**src/ctu_pkg.sv**
```systemverilog
// constants, encodings and reset values for the sixteen-channel capture/compare unit
// What this block does
// - sixteen channels; resolution one clock, or eight clocks when staggered.
// - two 16-bit timers, each with a reload register, as time bases.
// - timer count clock from prescaled system clock or auxiliary timer overflows.
// - a timer may instead count pulses on an external count input.
// - sixteen channel registers, each assigned to either timer, capture or compare.
// - each channel owns one pin: trigger input in capture, event output in compare modes 1 and 3 and, for a lower pair member, double-register mode.
// - on its trigger edge a capturing channel copies its timer into its register.
// - every capture raises that channel's interrupt request.
// - capture trigger per channel: rising, falling or either edge.
// - compare channels check their register against their timer on every count.
// - compare mode 0 raises only the interrupt, many per period, pin untouched.
// - compare mode 1 toggles the pin on every match, many per period.
// - compare mode 2 raises only the interrupt, at most once per period.
// - compare mode 3 sets pin on match, clears it on overflow, once per period.
// - double-register mode: two channels toggle one pin, many events per period.
// - single-event option with any compare mode gives just one edge or pulse.
package ctu_pkg;
    localparam int CTU_NUM_CH = 16;
    localparam int CTU_NUM_TMR = 2;
    localparam int CTU_TW = 16;
    localparam int CTU_PAIR_OFS = 8;
    localparam int CTU_PRE_W = 10;

    localparam logic [15:0] CTU_TMR_RST = 16'h0000;
    localparam logic [15:0] CTU_TMR_MAX = 16'hffff;
    localparam logic [15:0] CTU_CH_RST = 16'h0000;

    // channel modes
    localparam logic [2:0] CTU_MODE_OFF = 3'h0;
    localparam logic [2:0] CTU_MODE_CAPTURE = 3'h1;
    localparam logic [2:0] CTU_MODE_CMP0 = 3'h2;
    localparam logic [2:0] CTU_MODE_CMP1 = 3'h3;
    localparam logic [2:0] CTU_MODE_CMP2 = 3'h4;
    localparam logic [2:0] CTU_MODE_CMP3 = 3'h5;
    localparam logic [2:0] CTU_MODE_DOUBLE = 3'h6;

    // capture edge selection
    localparam logic [1:0] CTU_EDGE_NONE = 2'h0;
    localparam logic [1:0] CTU_EDGE_RISE = 2'h1;
    localparam logic [1:0] CTU_EDGE_FALL = 2'h2;
    localparam logic [1:0] CTU_EDGE_BOTH = 2'h3;

    // timer count sources
    localparam logic [1:0] CTU_SRC_PRESC = 2'h0;
    localparam logic [1:0] CTU_SRC_AUX = 2'h1;
    localparam logic [1:0] CTU_SRC_EXT = 2'h2;

    // staggered operation stretches the prescaler period by a factor of 2^3 = eight
    localparam logic [3:0] CTU_STAGGER_SHIFT = 4'h3;
    localparam logic [2:0] CTU_STAGGER_PHASE = 3'h7;
endpackage

```
**src/ctu_timer.sv**
```systemverilog
// one reloadable 16-bit time base of the capture/compare unit
`timescale 1ns/1ps
module ctu_timer (
    input wire logic clk_sys_in,
    input wire logic rst_in,
    input wire logic ce_in,
    input wire logic run_in,
    input wire logic tick_in,
    input wire logic wr_in,
    input wire logic [ctu_pkg::CTU_TW-1:0] wr_data_in,
    input wire logic [ctu_pkg::CTU_TW-1:0] reload_in,
    output logic [ctu_pkg::CTU_TW-1:0] val_out,
    output logic upd_out,
    output logic ovf_out
);
    import ctu_pkg::*;

    logic [CTU_TW-1:0] val_q;
    logic upd_q;
    logic ovf_q;
    logic step;

    assign step = run_in && tick_in && !wr_in;

    always_ff @(posedge clk_sys_in or posedge rst_in) begin
        if (rst_in) begin
            val_q <= CTU_TMR_RST;
        end else if (ce_in) begin
            if (wr_in) begin
                val_q <= wr_data_in;
            end else if (step) begin
                if (val_q == CTU_TMR_MAX) begin
                    val_q <= reload_in;
                end else begin
                    val_q <= val_q + 16'h0001;
                end
            end
        end
    end

    // upd marks the cycle in which the new count is visible to the comparators
    always_ff @(posedge clk_sys_in or posedge rst_in) begin
        if (rst_in) begin
            upd_q <= 1'b0;
            ovf_q <= 1'b0;
        end else if (ce_in) begin
            upd_q <= step;
            ovf_q <= step && (val_q == CTU_TMR_MAX);
        end
    end

    assign val_out = val_q;
    assign upd_out = upd_q;
    assign ovf_out = ovf_q;
endmodule

```
**src/ctu_capture_compare.sv**
```systemverilog
// sixteen-channel capture/compare unit with two reloadable time bases
`timescale 1ns/1ps
module ctu_capture_compare (
    input wire logic clk_sys_in,
    input wire logic rst_in,
    input wire logic ce_in,
    input wire logic stagger_in,
    input wire logic [ctu_pkg::CTU_NUM_TMR-1:0] tmr_run_in,
    input wire logic [ctu_pkg::CTU_NUM_TMR-1:0][1:0] tmr_src_in,
    input wire logic [ctu_pkg::CTU_NUM_TMR-1:0][2:0] tmr_presc_in,
    input wire logic [ctu_pkg::CTU_NUM_TMR-1:0][ctu_pkg::CTU_TW-1:0] tmr_reload_in,
    input wire logic [ctu_pkg::CTU_NUM_TMR-1:0] tmr_wr_in,
    input wire logic [ctu_pkg::CTU_TW-1:0] tmr_wr_data_in,
    input wire logic aux_ovf_in,
    input wire logic [ctu_pkg::CTU_NUM_TMR-1:0] ext_count_in,
    input wire logic [ctu_pkg::CTU_NUM_CH-1:0][2:0] ch_mode_in,
    input wire logic [ctu_pkg::CTU_NUM_CH-1:0] ch_tmr_sel_in,
    input wire logic [ctu_pkg::CTU_NUM_CH-1:0][1:0] ch_edge_in,
    input wire logic [ctu_pkg::CTU_NUM_CH-1:0] ch_single_in,
    input wire logic [ctu_pkg::CTU_NUM_CH-1:0] ch_rearm_in,
    input wire logic ch_wr_in,
    input wire logic [3:0] ch_wr_idx_in,
    input wire logic [ctu_pkg::CTU_TW-1:0] ch_wr_data_in,
    input wire logic [ctu_pkg::CTU_NUM_CH-1:0] pin_in,
    output logic [ctu_pkg::CTU_NUM_CH-1:0] pin_out,
    output logic [ctu_pkg::CTU_NUM_CH-1:0] pin_oe_n_out,
    output logic [ctu_pkg::CTU_NUM_CH-1:0] irq_out,
    output logic [ctu_pkg::CTU_NUM_CH-1:0] ch_armed_out,
    output logic [ctu_pkg::CTU_NUM_CH-1:0][ctu_pkg::CTU_TW-1:0] ch_val_out,
    output logic [ctu_pkg::CTU_NUM_TMR-1:0][ctu_pkg::CTU_TW-1:0] tmr_val_out,
    output logic [ctu_pkg::CTU_NUM_TMR-1:0] tmr_ovf_out
);
    import ctu_pkg::*;

    ////////////////////////////////////////////////////////////////////////////////
    // decoders shared by every channel

    function automatic logic is_cmp(input logic [2:0] mode);
        is_cmp = (mode == CTU_MODE_CMP0) || (mode == CTU_MODE_CMP1) ||
                 (mode == CTU_MODE_CMP2) || (mode == CTU_MODE_CMP3) ||
                 (mode == CTU_MODE_DOUBLE);
    endfunction

    // pin is driven only in modes that act on it
    function automatic logic drives_pin(input logic [2:0] mode);
        drives_pin = (mode == CTU_MODE_CMP1) || (mode == CTU_MODE_CMP3) ||
                     (mode == CTU_MODE_DOUBLE);
    endfunction

    function automatic logic edge_hit(input logic [1:0] sel, input logic prev,
                                      input logic cur);
        logic rise;
        logic fall;
        rise = !prev && cur;
        fall = prev && !cur;
        case (sel)
            CTU_EDGE_RISE: edge_hit = rise;
            CTU_EDGE_FALL: edge_hit = fall;
            CTU_EDGE_BOTH: edge_hit = rise || fall;
            default: edge_hit = 1'b0;
        endcase
    endfunction

    // low-bit mask of the shared prescaler; stagger adds three more bits
    function automatic logic [CTU_PRE_W-1:0] pre_mask(input logic [2:0] presc,
                                                      input logic stag);
        logic [3:0] sh;
        sh = {1'b0, presc} + (stag ? CTU_STAGGER_SHIFT : 4'h0);
        pre_mask = ~({CTU_PRE_W{1'b1}} << sh);
    endfunction

    ////////////////////////////////////////////////////////////////////////////////
    // count sources

    logic [CTU_PRE_W-1:0] pre_cnt_q;
    logic [CTU_NUM_TMR-1:0] ext_prev_q;
    logic [CTU_NUM_TMR-1:0] pre_tick;
    logic [CTU_NUM_TMR-1:0] tmr_tick;
    logic [CTU_NUM_TMR-1:0] tmr_upd;
    logic [CTU_NUM_TMR-1:0][CTU_TW-1:0] tval;

    // one free-running prescaler serves both timers, so their ticks stay phase aligned
    always_ff @(posedge clk_sys_in or posedge rst_in) begin
        if (rst_in) begin
            pre_cnt_q <= '0;
        end else if (ce_in) begin
            pre_cnt_q <= pre_cnt_q + 10'h001;
        end
    end

    always_ff @(posedge clk_sys_in or posedge rst_in) begin
        if (rst_in) begin
            ext_prev_q <= '0;
        end else if (ce_in) begin
            ext_prev_q <= ext_count_in;
        end
    end

    generate
        for (genvar t = 0; t < CTU_NUM_TMR; t++) begin : g_tmr
            logic [CTU_PRE_W-1:0] mask;
            assign mask = pre_mask(tmr_presc_in[t], stagger_in);
            assign pre_tick[t] = (pre_cnt_q & mask) == mask;

            always_comb begin
                case (tmr_src_in[t])
                    CTU_SRC_PRESC: tmr_tick[t] = pre_tick[t];
                    CTU_SRC_AUX: tmr_tick[t] = aux_ovf_in;
                    CTU_SRC_EXT: tmr_tick[t] = ext_count_in[t] && !ext_prev_q[t];
                    default: tmr_tick[t] = 1'b0;
                endcase
            end

            ctu_timer u_timer (
                .clk_sys_in(clk_sys_in),
                .rst_in(rst_in),
                .ce_in(ce_in),
                .run_in(tmr_run_in[t]),
                .tick_in(tmr_tick[t]),
                .wr_in(tmr_wr_in[t]),
                .wr_data_in(tmr_wr_data_in),
                .reload_in(tmr_reload_in[t]),
                .val_out(tval[t]),
                .upd_out(tmr_upd[t]),
                .ovf_out(tmr_ovf_out[t])
            );

            assign tmr_val_out[t] = tval[t];

        end
    endgenerate

    ////////////////////////////////////////////////////////////////////////////////
    // per-channel compare qualification, needed before the pin logic

    logic [CTU_NUM_CH-1:0] act;
    logic [CTU_NUM_CH-1:0] done_q;
    logic [CTU_NUM_CH-1:0] armed_q;

    generate
        for (genvar i = 0; i < CTU_NUM_CH; i++) begin : g_act
            logic hit;
            logic once;
            // a match counts only in the cycle the timer has just advanced
            assign hit = tmr_upd[ch_tmr_sel_in[i]] &&
                         (ch_val_out[i] == tval[ch_tmr_sel_in[i]]);
            assign once = (ch_mode_in[i] == CTU_MODE_CMP2) ||
                          (ch_mode_in[i] == CTU_MODE_CMP3);
            assign act[i] = is_cmp(ch_mode_in[i]) && hit && armed_q[i] &&
                            !(once && done_q[i]);
        end
    endgenerate

    ////////////////////////////////////////////////////////////////////////////////
    // channels

    generate
        for (genvar i = 0; i < CTU_NUM_CH; i++) begin : g_ch
            logic [2:0] mode;
            logic sel;
            logic ovf;
            logic trig;
            logic dbl_act;
            logic pin_prev_q;
            logic [CTU_TW-1:0] val_q;
            logic pin_q;
            logic oe_n_q;
            logic irq_q;

            assign mode = ch_mode_in[i];
            assign sel = ch_tmr_sel_in[i];
            assign ovf = tmr_ovf_out[sel];
            assign trig = (mode == CTU_MODE_CAPTURE) &&
                          edge_hit(ch_edge_in[i], pin_prev_q, pin_in[i]);

            // lower channel of a pair also toggles on its partner's match
            if (i < CTU_PAIR_OFS) begin : g_lo
                assign dbl_act = act[i] || (act[i + CTU_PAIR_OFS] &&
                                 ch_mode_in[i + CTU_PAIR_OFS] == CTU_MODE_DOUBLE);
            end else begin : g_hi
                // an upper pair member never toggles its own pin in double-register mode
                assign dbl_act = 1'b0;
            end

            always_ff @(posedge clk_sys_in or posedge rst_in) begin
                if (rst_in) begin
                    pin_prev_q <= 1'b0;
                end else if (ce_in) begin
                    pin_prev_q <= pin_in[i];
                end
            end

            // a capture in the same cycle as a software write wins
            always_ff @(posedge clk_sys_in or posedge rst_in) begin
                if (rst_in) begin
                    val_q <= CTU_CH_RST;
                end else if (ce_in) begin
                    if (trig) begin
                        val_q <= tval[sel];
                    end else if (ch_wr_in && ch_wr_idx_in == 4'(i)) begin
                        val_q <= ch_wr_data_in;
                    end
                end
            end

            always_ff @(posedge clk_sys_in or posedge rst_in) begin
                if (rst_in) begin
                    irq_q <= 1'b0;
                end else if (ce_in) begin
                    irq_q <= trig || act[i];
                end
            end

            // once-per-period latch: a new match in the overflow cycle still sets it;
            // only modes 2 and 3 set it, so a channel switched into them keeps its first event
            always_ff @(posedge clk_sys_in or posedge rst_in) begin
                if (rst_in) begin
                    done_q[i] <= 1'b0;
                end else if (ce_in) begin
                    if (act[i] && (mode == CTU_MODE_CMP2 || mode == CTU_MODE_CMP3)) begin
                        done_q[i] <= 1'b1;
                    end else if (ovf) begin
                        done_q[i] <= 1'b0;
                    end
                end
            end

            // disarm beats a re-arm arriving in the same cycle
            always_ff @(posedge clk_sys_in or posedge rst_in) begin
                if (rst_in) begin
                    armed_q[i] <= 1'b1;
                end else if (ce_in) begin
                    if (act[i] && ch_single_in[i]) begin
                        armed_q[i] <= 1'b0;
                    end else if (ch_rearm_in[i]) begin
                        armed_q[i] <= 1'b1;
                    end
                end
            end

            always_ff @(posedge clk_sys_in or posedge rst_in) begin
                if (rst_in) begin
                    pin_q <= 1'b0;
                    oe_n_q <= 1'b1;
                end else if (ce_in) begin
                    oe_n_q <= !drives_pin(mode);
                    case (mode)
                        CTU_MODE_CMP1: begin
                            if (act[i]) begin
                                pin_q <= !pin_q;
                            end
                        end
                        CTU_MODE_CMP3: begin
                            // a match in the overflow cycle opens the new period high
                            if (act[i]) begin
                                pin_q <= 1'b1;
                            end else if (ovf) begin
                                pin_q <= 1'b0;
                            end
                        end
                        CTU_MODE_DOUBLE: begin
                            if (dbl_act) begin
                                pin_q <= !pin_q;
                            end
                        end
                        default: begin
                            pin_q <= pin_q;
                        end
                    endcase
                end
            end

            assign ch_val_out[i] = val_q;
            assign pin_out[i] = pin_q;
            assign pin_oe_n_out[i] = oe_n_q;
            assign irq_out[i] = irq_q;
            assign ch_armed_out[i] = armed_q[i];

        end
    endgenerate
endmodule

```
**config.mk**
```make
export PLATFORM = sky130hd
export DESIGN_NAME = ctu_capture_compare
export DESIGN_NICKNAME = d
export VERILOG_FILES = /design/src/ctu_pkg.sv /design/src/ctu_timer.sv /design/src/ctu_capture_compare.sv
export SDC_FILE = /design/constraint.sdc
export NUM_CORES = 2
export LEC_CHECK = 0
export BUFFER_PORTS_ARGS = -buffer_cell sky130_fd_sc_hd__clkbuf_2
export CORE_ASPECT_RATIO = 0.7
export CORE_MARGIN = 3
export CORE_UTILIZATION = 56
export DETAILED_ROUTE_END_ITERATION = 10
export HOLD_SLACK_MARGIN = 0.05
export PLACE_DENSITY = 0.91
export REMOVE_ABC_BUFFERS = 1
export SYNTH_ARGS = -nofsm -noshare
export SYNTH_HDL_FRONTEND = slang
export SYNTH_SLANG_ARGS = --single-unit
```
**constraint.sdc**
```tcl
create_clock -name clk_sys_in -period 13.6 [get_ports clk_sys_in]
set_input_delay 1.36 -clock clk_sys_in [delete_from_list [all_inputs] [get_ports clk_sys_in]]
set_output_delay 1.36 -clock clk_sys_in [all_outputs]
set_load 0.01 [all_outputs]
```
## Word level (Yosys, flattened, before mapping)

Index checks and enable logic that the tools add are counted.

- Output and inout port bits: 354
- Register bits: 400

- $add $sub $neg: 5
- Equal/unequal tests: 223
- Bitwise operators: 4
- Shift-type cells: 2
- Multiplexer cells: 273
- $lt $le $gt $ge: 16
- Reductions and logical operators: 563

Operator list:

| cell | number |
|---|---|
| 16-bit 2-to-1 mux | 70 |
| 16-bit == test | 16 |
| 1-bit logical AND | 192 |
| 1-bit 2-to-1 mux | 168 |
| 1-bit logical OR | 152 |
| 3-bit == test, second input constant | 48 |
| 2-bit nonzero test | 58 |
| 2-bit AND reduction | 50 |
| 3-bit by 2-bit == test with 1-bit output, second input constant | 32 |
| 1-bit zero test | 84 |
| 1-bit one-hot mux with 3 select lines | 26 |
| 2-bit == test, second input constant | 34 |
| 3-bit by 1-bit == test with 1-bit output, second input constant | 16 |
| 2-bit != test, second input constant | 24 |
| 3-bit != test, second input constant | 16 |
| 5-bit AND reduction | 8 |
| 2-bit by 1-bit == test with 1-bit output, second input constant | 18 |
| 16-bit by 1-bit adder with 16-bit output, second input constant | 2 |
| 16-bit == test, second input constant | 2 |
| 4-bit == test, second input constant | 8 |
| 1-bit by 2-bit < comparator with 1-bit output, second input constant | 16 |
| 4-bit AND reduction | 8 |
| 3-bit nonzero test | 8 |
| 10-bit AND | 2 |
| other kinds (13) | 28 |

## Depth between registers and ports, before layout

- Depth in word-level cells: 12
- Depth in mapped cells: 11
- Gate-level depth less buffers: 10

## Hierarchy

Synthesis repeated with hierarchy kept, for this count alone.

- Cell total of the unflattened synthesis: 3,366
- Area total of the unflattened synthesis: 27,910.5 sq um

By module, submodules not included:

| module | times used | cells an instance | sequential area each (sq um) | area each (sq um) |
|---|---|---|---|---|
| ctu_capture_compare | 1 | 3,072 | 9,148.8 | 25,373.1 |
| ctu_timer | 2 | 147 | 450.4 | 1,268.7 |

## Least setup slack after synthesis

No wires, ideal clock.

- Path type: input -> register
- Start: in stagger_in
- End: reg g_tmr[0].u_timer.val_q[1]
- Slack: 9.979 ns
- Arrival time: 3.531 ns
- Cell stages on the path: 11
- Buffers on the path: 1
- Required time: 13.510 ns
- Library setup time: 0.090 ns
- Cell sequence: ha_1 > inv_1 > fa_1 > nor2b_1 > a21oi_1 > o41ai_1 > o211a_1 > o311a_1 > buf_4 > nand2_1 > o221ai_1

- Cells in the longest elaborated chain, start to end: 11

Ends and longest elaborated chain:

| what | RTL line | text |
|---|---|---|
| from (decl) | ctu_capture_compare.sv:7 | `input wire logic stagger_in,` |
| 2-bit 2-to-1 mux (*) | ctu_capture_compare.sv:68 | `sh = {1'b0, presc} + (stag ? CTU_STAGGER_SHIFT : 4'h0);` |
| 3-bit by 4-bit adder with 4-bit output (*) | ctu_capture_compare.sv:68 |  |
| 10-bit by 4-bit left shift with 10-bit output (*) | ctu_capture_compare.sv:69 | `pre_mask = ~({CTU_PRE_W{1'b1}} << sh);` |
| 10-bit inverter (*) | ctu_capture_compare.sv:69 |  |
| 10-bit AND | ctu_capture_compare.sv:103 | `assign pre_tick[t] = (pre_cnt_q & mask) == mask;` |
| 10-bit == test (*) | ctu_capture_compare.sv:103 |  |
| 1-bit one-hot mux with 3 select lines (*) | ctu_capture_compare.sv:106 | `case (tmr_src_in[t])` |
| 1-bit logical AND (*) (2 in series) | ctu_timer.sv:23 | `assign step = run_in && tick_in && !wr_in;` |
| 2-bit nonzero test (no source line) (*) | n/a |  |
| 2-bit AND reduction (no source line) (*) | n/a |  |
| to (signal assigned) | ctu_timer.sv:30 | `val_q <= wr_data_in;` |
| to (signal assigned) | ctu_timer.sv:33 | `val_q <= reload_in;` |
| to (signal assigned) | ctu_timer.sv:35 | `val_q <= val_q + 16'h0001;` |
| to (decl) | ctu_timer.sv:18 | `logic [CTU_TW-1:0] val_q;` |

Mark *: on every way between the ends. The rest lies on a longest branch, timed or not.
A chain may end at the register's enable or synchronous reset.

## Worst setup path in the final report

- Start: in stagger_in
- End: reg g_tmr[0].u_timer.val_q[3]

The elaborated chain is that of the path after synthesis.

==> flow_summary.yaml <==
route:
  routed_wl_um: 115000
  avgRoutedWirePerCell_um: 25.3
  routed_via_density: 6.36
  drtPass1Iterations: 7
  route.detailed.drc: 0
  drtIter0Drc: 3857
  vias: 28981
  antenna_left: 0
yosys:
  ys_seq_area_frac: 0.353
  synth_most_common_cell: "nand2_1"
  yosys-top-cells-area: "dfrtp_1, o21ai_0, mux2i_1"
  yosys-top-cells-count: "nand2_1, o21ai_0, dfrtp_1"
  syn_area_mm2: 0.0285
  yosys.cell_types.count: 84
  netlist_instances: 3460
  synth_ff_type: "dfrtp_1"
  yosysWarnings: 0
  yosysTopAreaCell: "dfrtp_1"
  syn_avg_cell_area_um2: 8.23
  synth_top_area_share: 0.324
  synth_seq_cells: 400
  async_reset_ff_frac: 1.00
  synth_edf_count: 0
setup_path:
  endpoint_kind: "register"
  required_ns: 14.09
  critPathLaunchType: "input port"
  worstSetupPathType: "in -> reg"
  crit_slowest_cell: "fa_1"
  cp_cell_sequence: "clkbuf_2 -> ha_1 -> inv_1 -> fa_1 -> nor2b_1 -> a21oi_1 -> o41ai_1 -> o211a_1 -> o311a_1 -> nand2_1 -> o221ai_1"
  slowest_delay_ns: 0.54
  arrival_ns: 4.30
  worstPathMaxFanout: 11
floorplanning:
  coreArea_mm2: 0.0498
  die_h_um: 195
  row_count: 68
  pin_count: 588
  fp.dieW_um: 275
  initial_core_util: 0.572
  die_area_mm2: 0.0536
clock_tree:
  clk_latency_ns: 0.58
  path_clk_slew_ns: 0.06
  postCtsHoldBufs: 0
  cts-resized-gates: 0
  cts_root_buf: "clkbuf_16"
  cts_tree: "built"
  numClockSinks: 400
  h-tree-depth: 2
  clock_path_buffers: 3
  postCtsSetupBuffers: 0
  cts-buffers-inserted: 42
timing:
  slew_violations: 0
  min_period_over_period: 0.281
  relSlewSlack: 0.229
  setup_tns_ns: 0
  worstMarginPinSlew_ns: 1.16
  finalCriticalPeriod_ns: 3.81
  rsz0062_at_grt: "false"
  setup_viol: 0
  hold_violations: 0
  skew_ns: 0.0308
  max_freq_mhz: 262
power_and_ir_drop:
  pwr-share-clk: 0.254
  pwr_density_cell_mw_per_mm2: 156
  switching_share: 0.418
  seq_power_share: 0.357
  totalPowerFinal_mw: 5.13
  power_switching_mw: 2.14
  combPwrFrac: 0.389
  leakage_nw: 15.0
  p_int_mw: 2.99
  peakVddDrop_uv: 151
cells_and_area:
  syn2layout_area_growth_pct: 15.4
  stdcell_area_mm2: 0.0329
  drive_gt1_frac: 0.218
  fillers: 4002
  fin_nets: 4127
min_path:
  min_path_type: "reg -> reg"
placed_design:
  gp_congestion: 0.955
  dpl.hpwl_um: 77800
  dpl-instance-area_mm2: 0.0313
  port_buffers: 587
global_route:
  grt_overflow: 0
  grt_max_degree: 132
  grt_pass1_vias: 27344
  antenna_found_initial: 17
  track_usage: 0.417
  grt_pass1_wl_um: 169000
run_status:
  status: "finished clean"
flow_run:
  max-cap-violations: 0
-- state kept, by name, indices dropped and copies added (netlist names) --
signal,flops
g_tmr.u_timer.val_out,32
g_ch.pin_prev_q,16
g_ch.irq_q,16
g_ch.pin_q,16
g_tmr.u_timer.upd_out,2
done_q,16
g_ch.oe_n_q,16
g_ch.val_q,256
pre_cnt_q,10
ch_armed_out,16
g_tmr.u_timer.ovf_out,2
ext_prev_q,2
-- worst max-delay path, delay by kind of cell --
family | cells | cell delay, ns
simple gates | 2 | 0.59
fa+ha+maj | 2 | 0.72
compound gates | 5 | 1.43
buf+inv | 2 | 0.20
-- stage by stage --
step	worst slack (ns)	util	std cells	hold WS (ns)
after floorplan	1.17	-	3146	0.437
after global placement	9.37	0.629	4461	0.449
after detailed placement	9.32	0.629	4461	0.463
after CTS	9.91	0.659	4539	0.478
after global routing	9.58	0.660	4547	0.497
final	9.79	0.660	4559	0.482
-- per-layer routing --
metal  track usage  vias up  share of wire
met3         0.167      567           0.17
met1         0.531    13477           0.35
li1              -    12615              -
met4         0.244        8          0.071
met2         0.598     2314           0.41
met5             0        -        0.00072
-- worst paths after layout --
path	startpoint	cells after the start	to	slack (ns)
hold / removal	done_q[1]$_DFFE_PP0P_	2	done_q[1]$_DFFE_PP0P_	0.48
max in group asynchronous	rst_in	4	g_ch[13].pin_q$_DFFE_PP0P_	10.24
setup / recovery	stagger_in	11	g_tmr[0].u_timer.val_out[3]$_DFFE_PP0P_	9.79
setup reg to reg	g_tmr[0].u_timer.val_out[8]$_DFFE_PP0P_	8	g_tmr[0].u_timer.val_out[0]$_DFFE_PP0P_	10.18
hold reg to reg	done_q[1]$_DFFE_PP0P_	2	done_q[1]$_DFFE_PP0P_	0.48
min in group asynchronous	rst_in	2	g_ch[6].irq_q$_DFFE_PP0P_	0.99
-- cell usage in the layout, fill, tap and decap left out, types with 52 or more instances in the layout --
| cell | Yosys | final |
|---|---|---|
| a21oi_1 | 103 | 103 |
| mux2i_1 | 287 | 287 |
| clkbuf_2 | 1 | 586 |
| nor2_1 | 135 | 135 |
| inv_1 | 98 | 96 |
| nand2_1 | 690 | 690 |
| xnor2_1 | 259 | 259 |
| buf_4 | 63 | 63 |
| o21ai_0 | 616 | 600 |
| dfrtp_1 | 368 | 367 |
| nor4_1 | 52 | 52 |
-- power by group through the flow --
stage	clock [mW]	sequential [mW]	combinational, mW
2_1_floorplan	0	1.90	0.934
3_3_place_gp	0	1.81	1.87
3_5_place_dp	0	1.83	1.93
4_1_cts	1.30	1.81	1.94
5_1_grt	1.35	1.85	2.12
6_report	1.30	1.83	2.00
-- logic make-up (layout without fill, tap and decap cells) --
logic type,count (synthesis),after routing,synth area share
simple gates,1116,1116,0.180
other cells,0,20,0
mux,313,313,0.112
compound gates,862,862,0.169
buf+inv,412,826,0.0695
flops,400,400,0.353
xor+xnor,304,304,0.0935
fa+ha+maj,53,53,0.0238
-- cell type report --
cell class / instances / area, µm² / area share
Inverter: 98 / 375 / 0.0114
Clock buffer: 64 / 1300 / 0.0395
Clock inverter: 14 / 226 / 0.00689
Antenna cell: 20 / 50.0 / 0.00152
Sequential cell: 400 / 10100 / 0.306
Tap cell: 665 / 832 / 0.0253
Multi-Input combinational cell: 2648 / 16600 / 0.505
Timing Repair Buffer: 650 / 3420 / 0.104
Power figures use the tool's default switching activity.
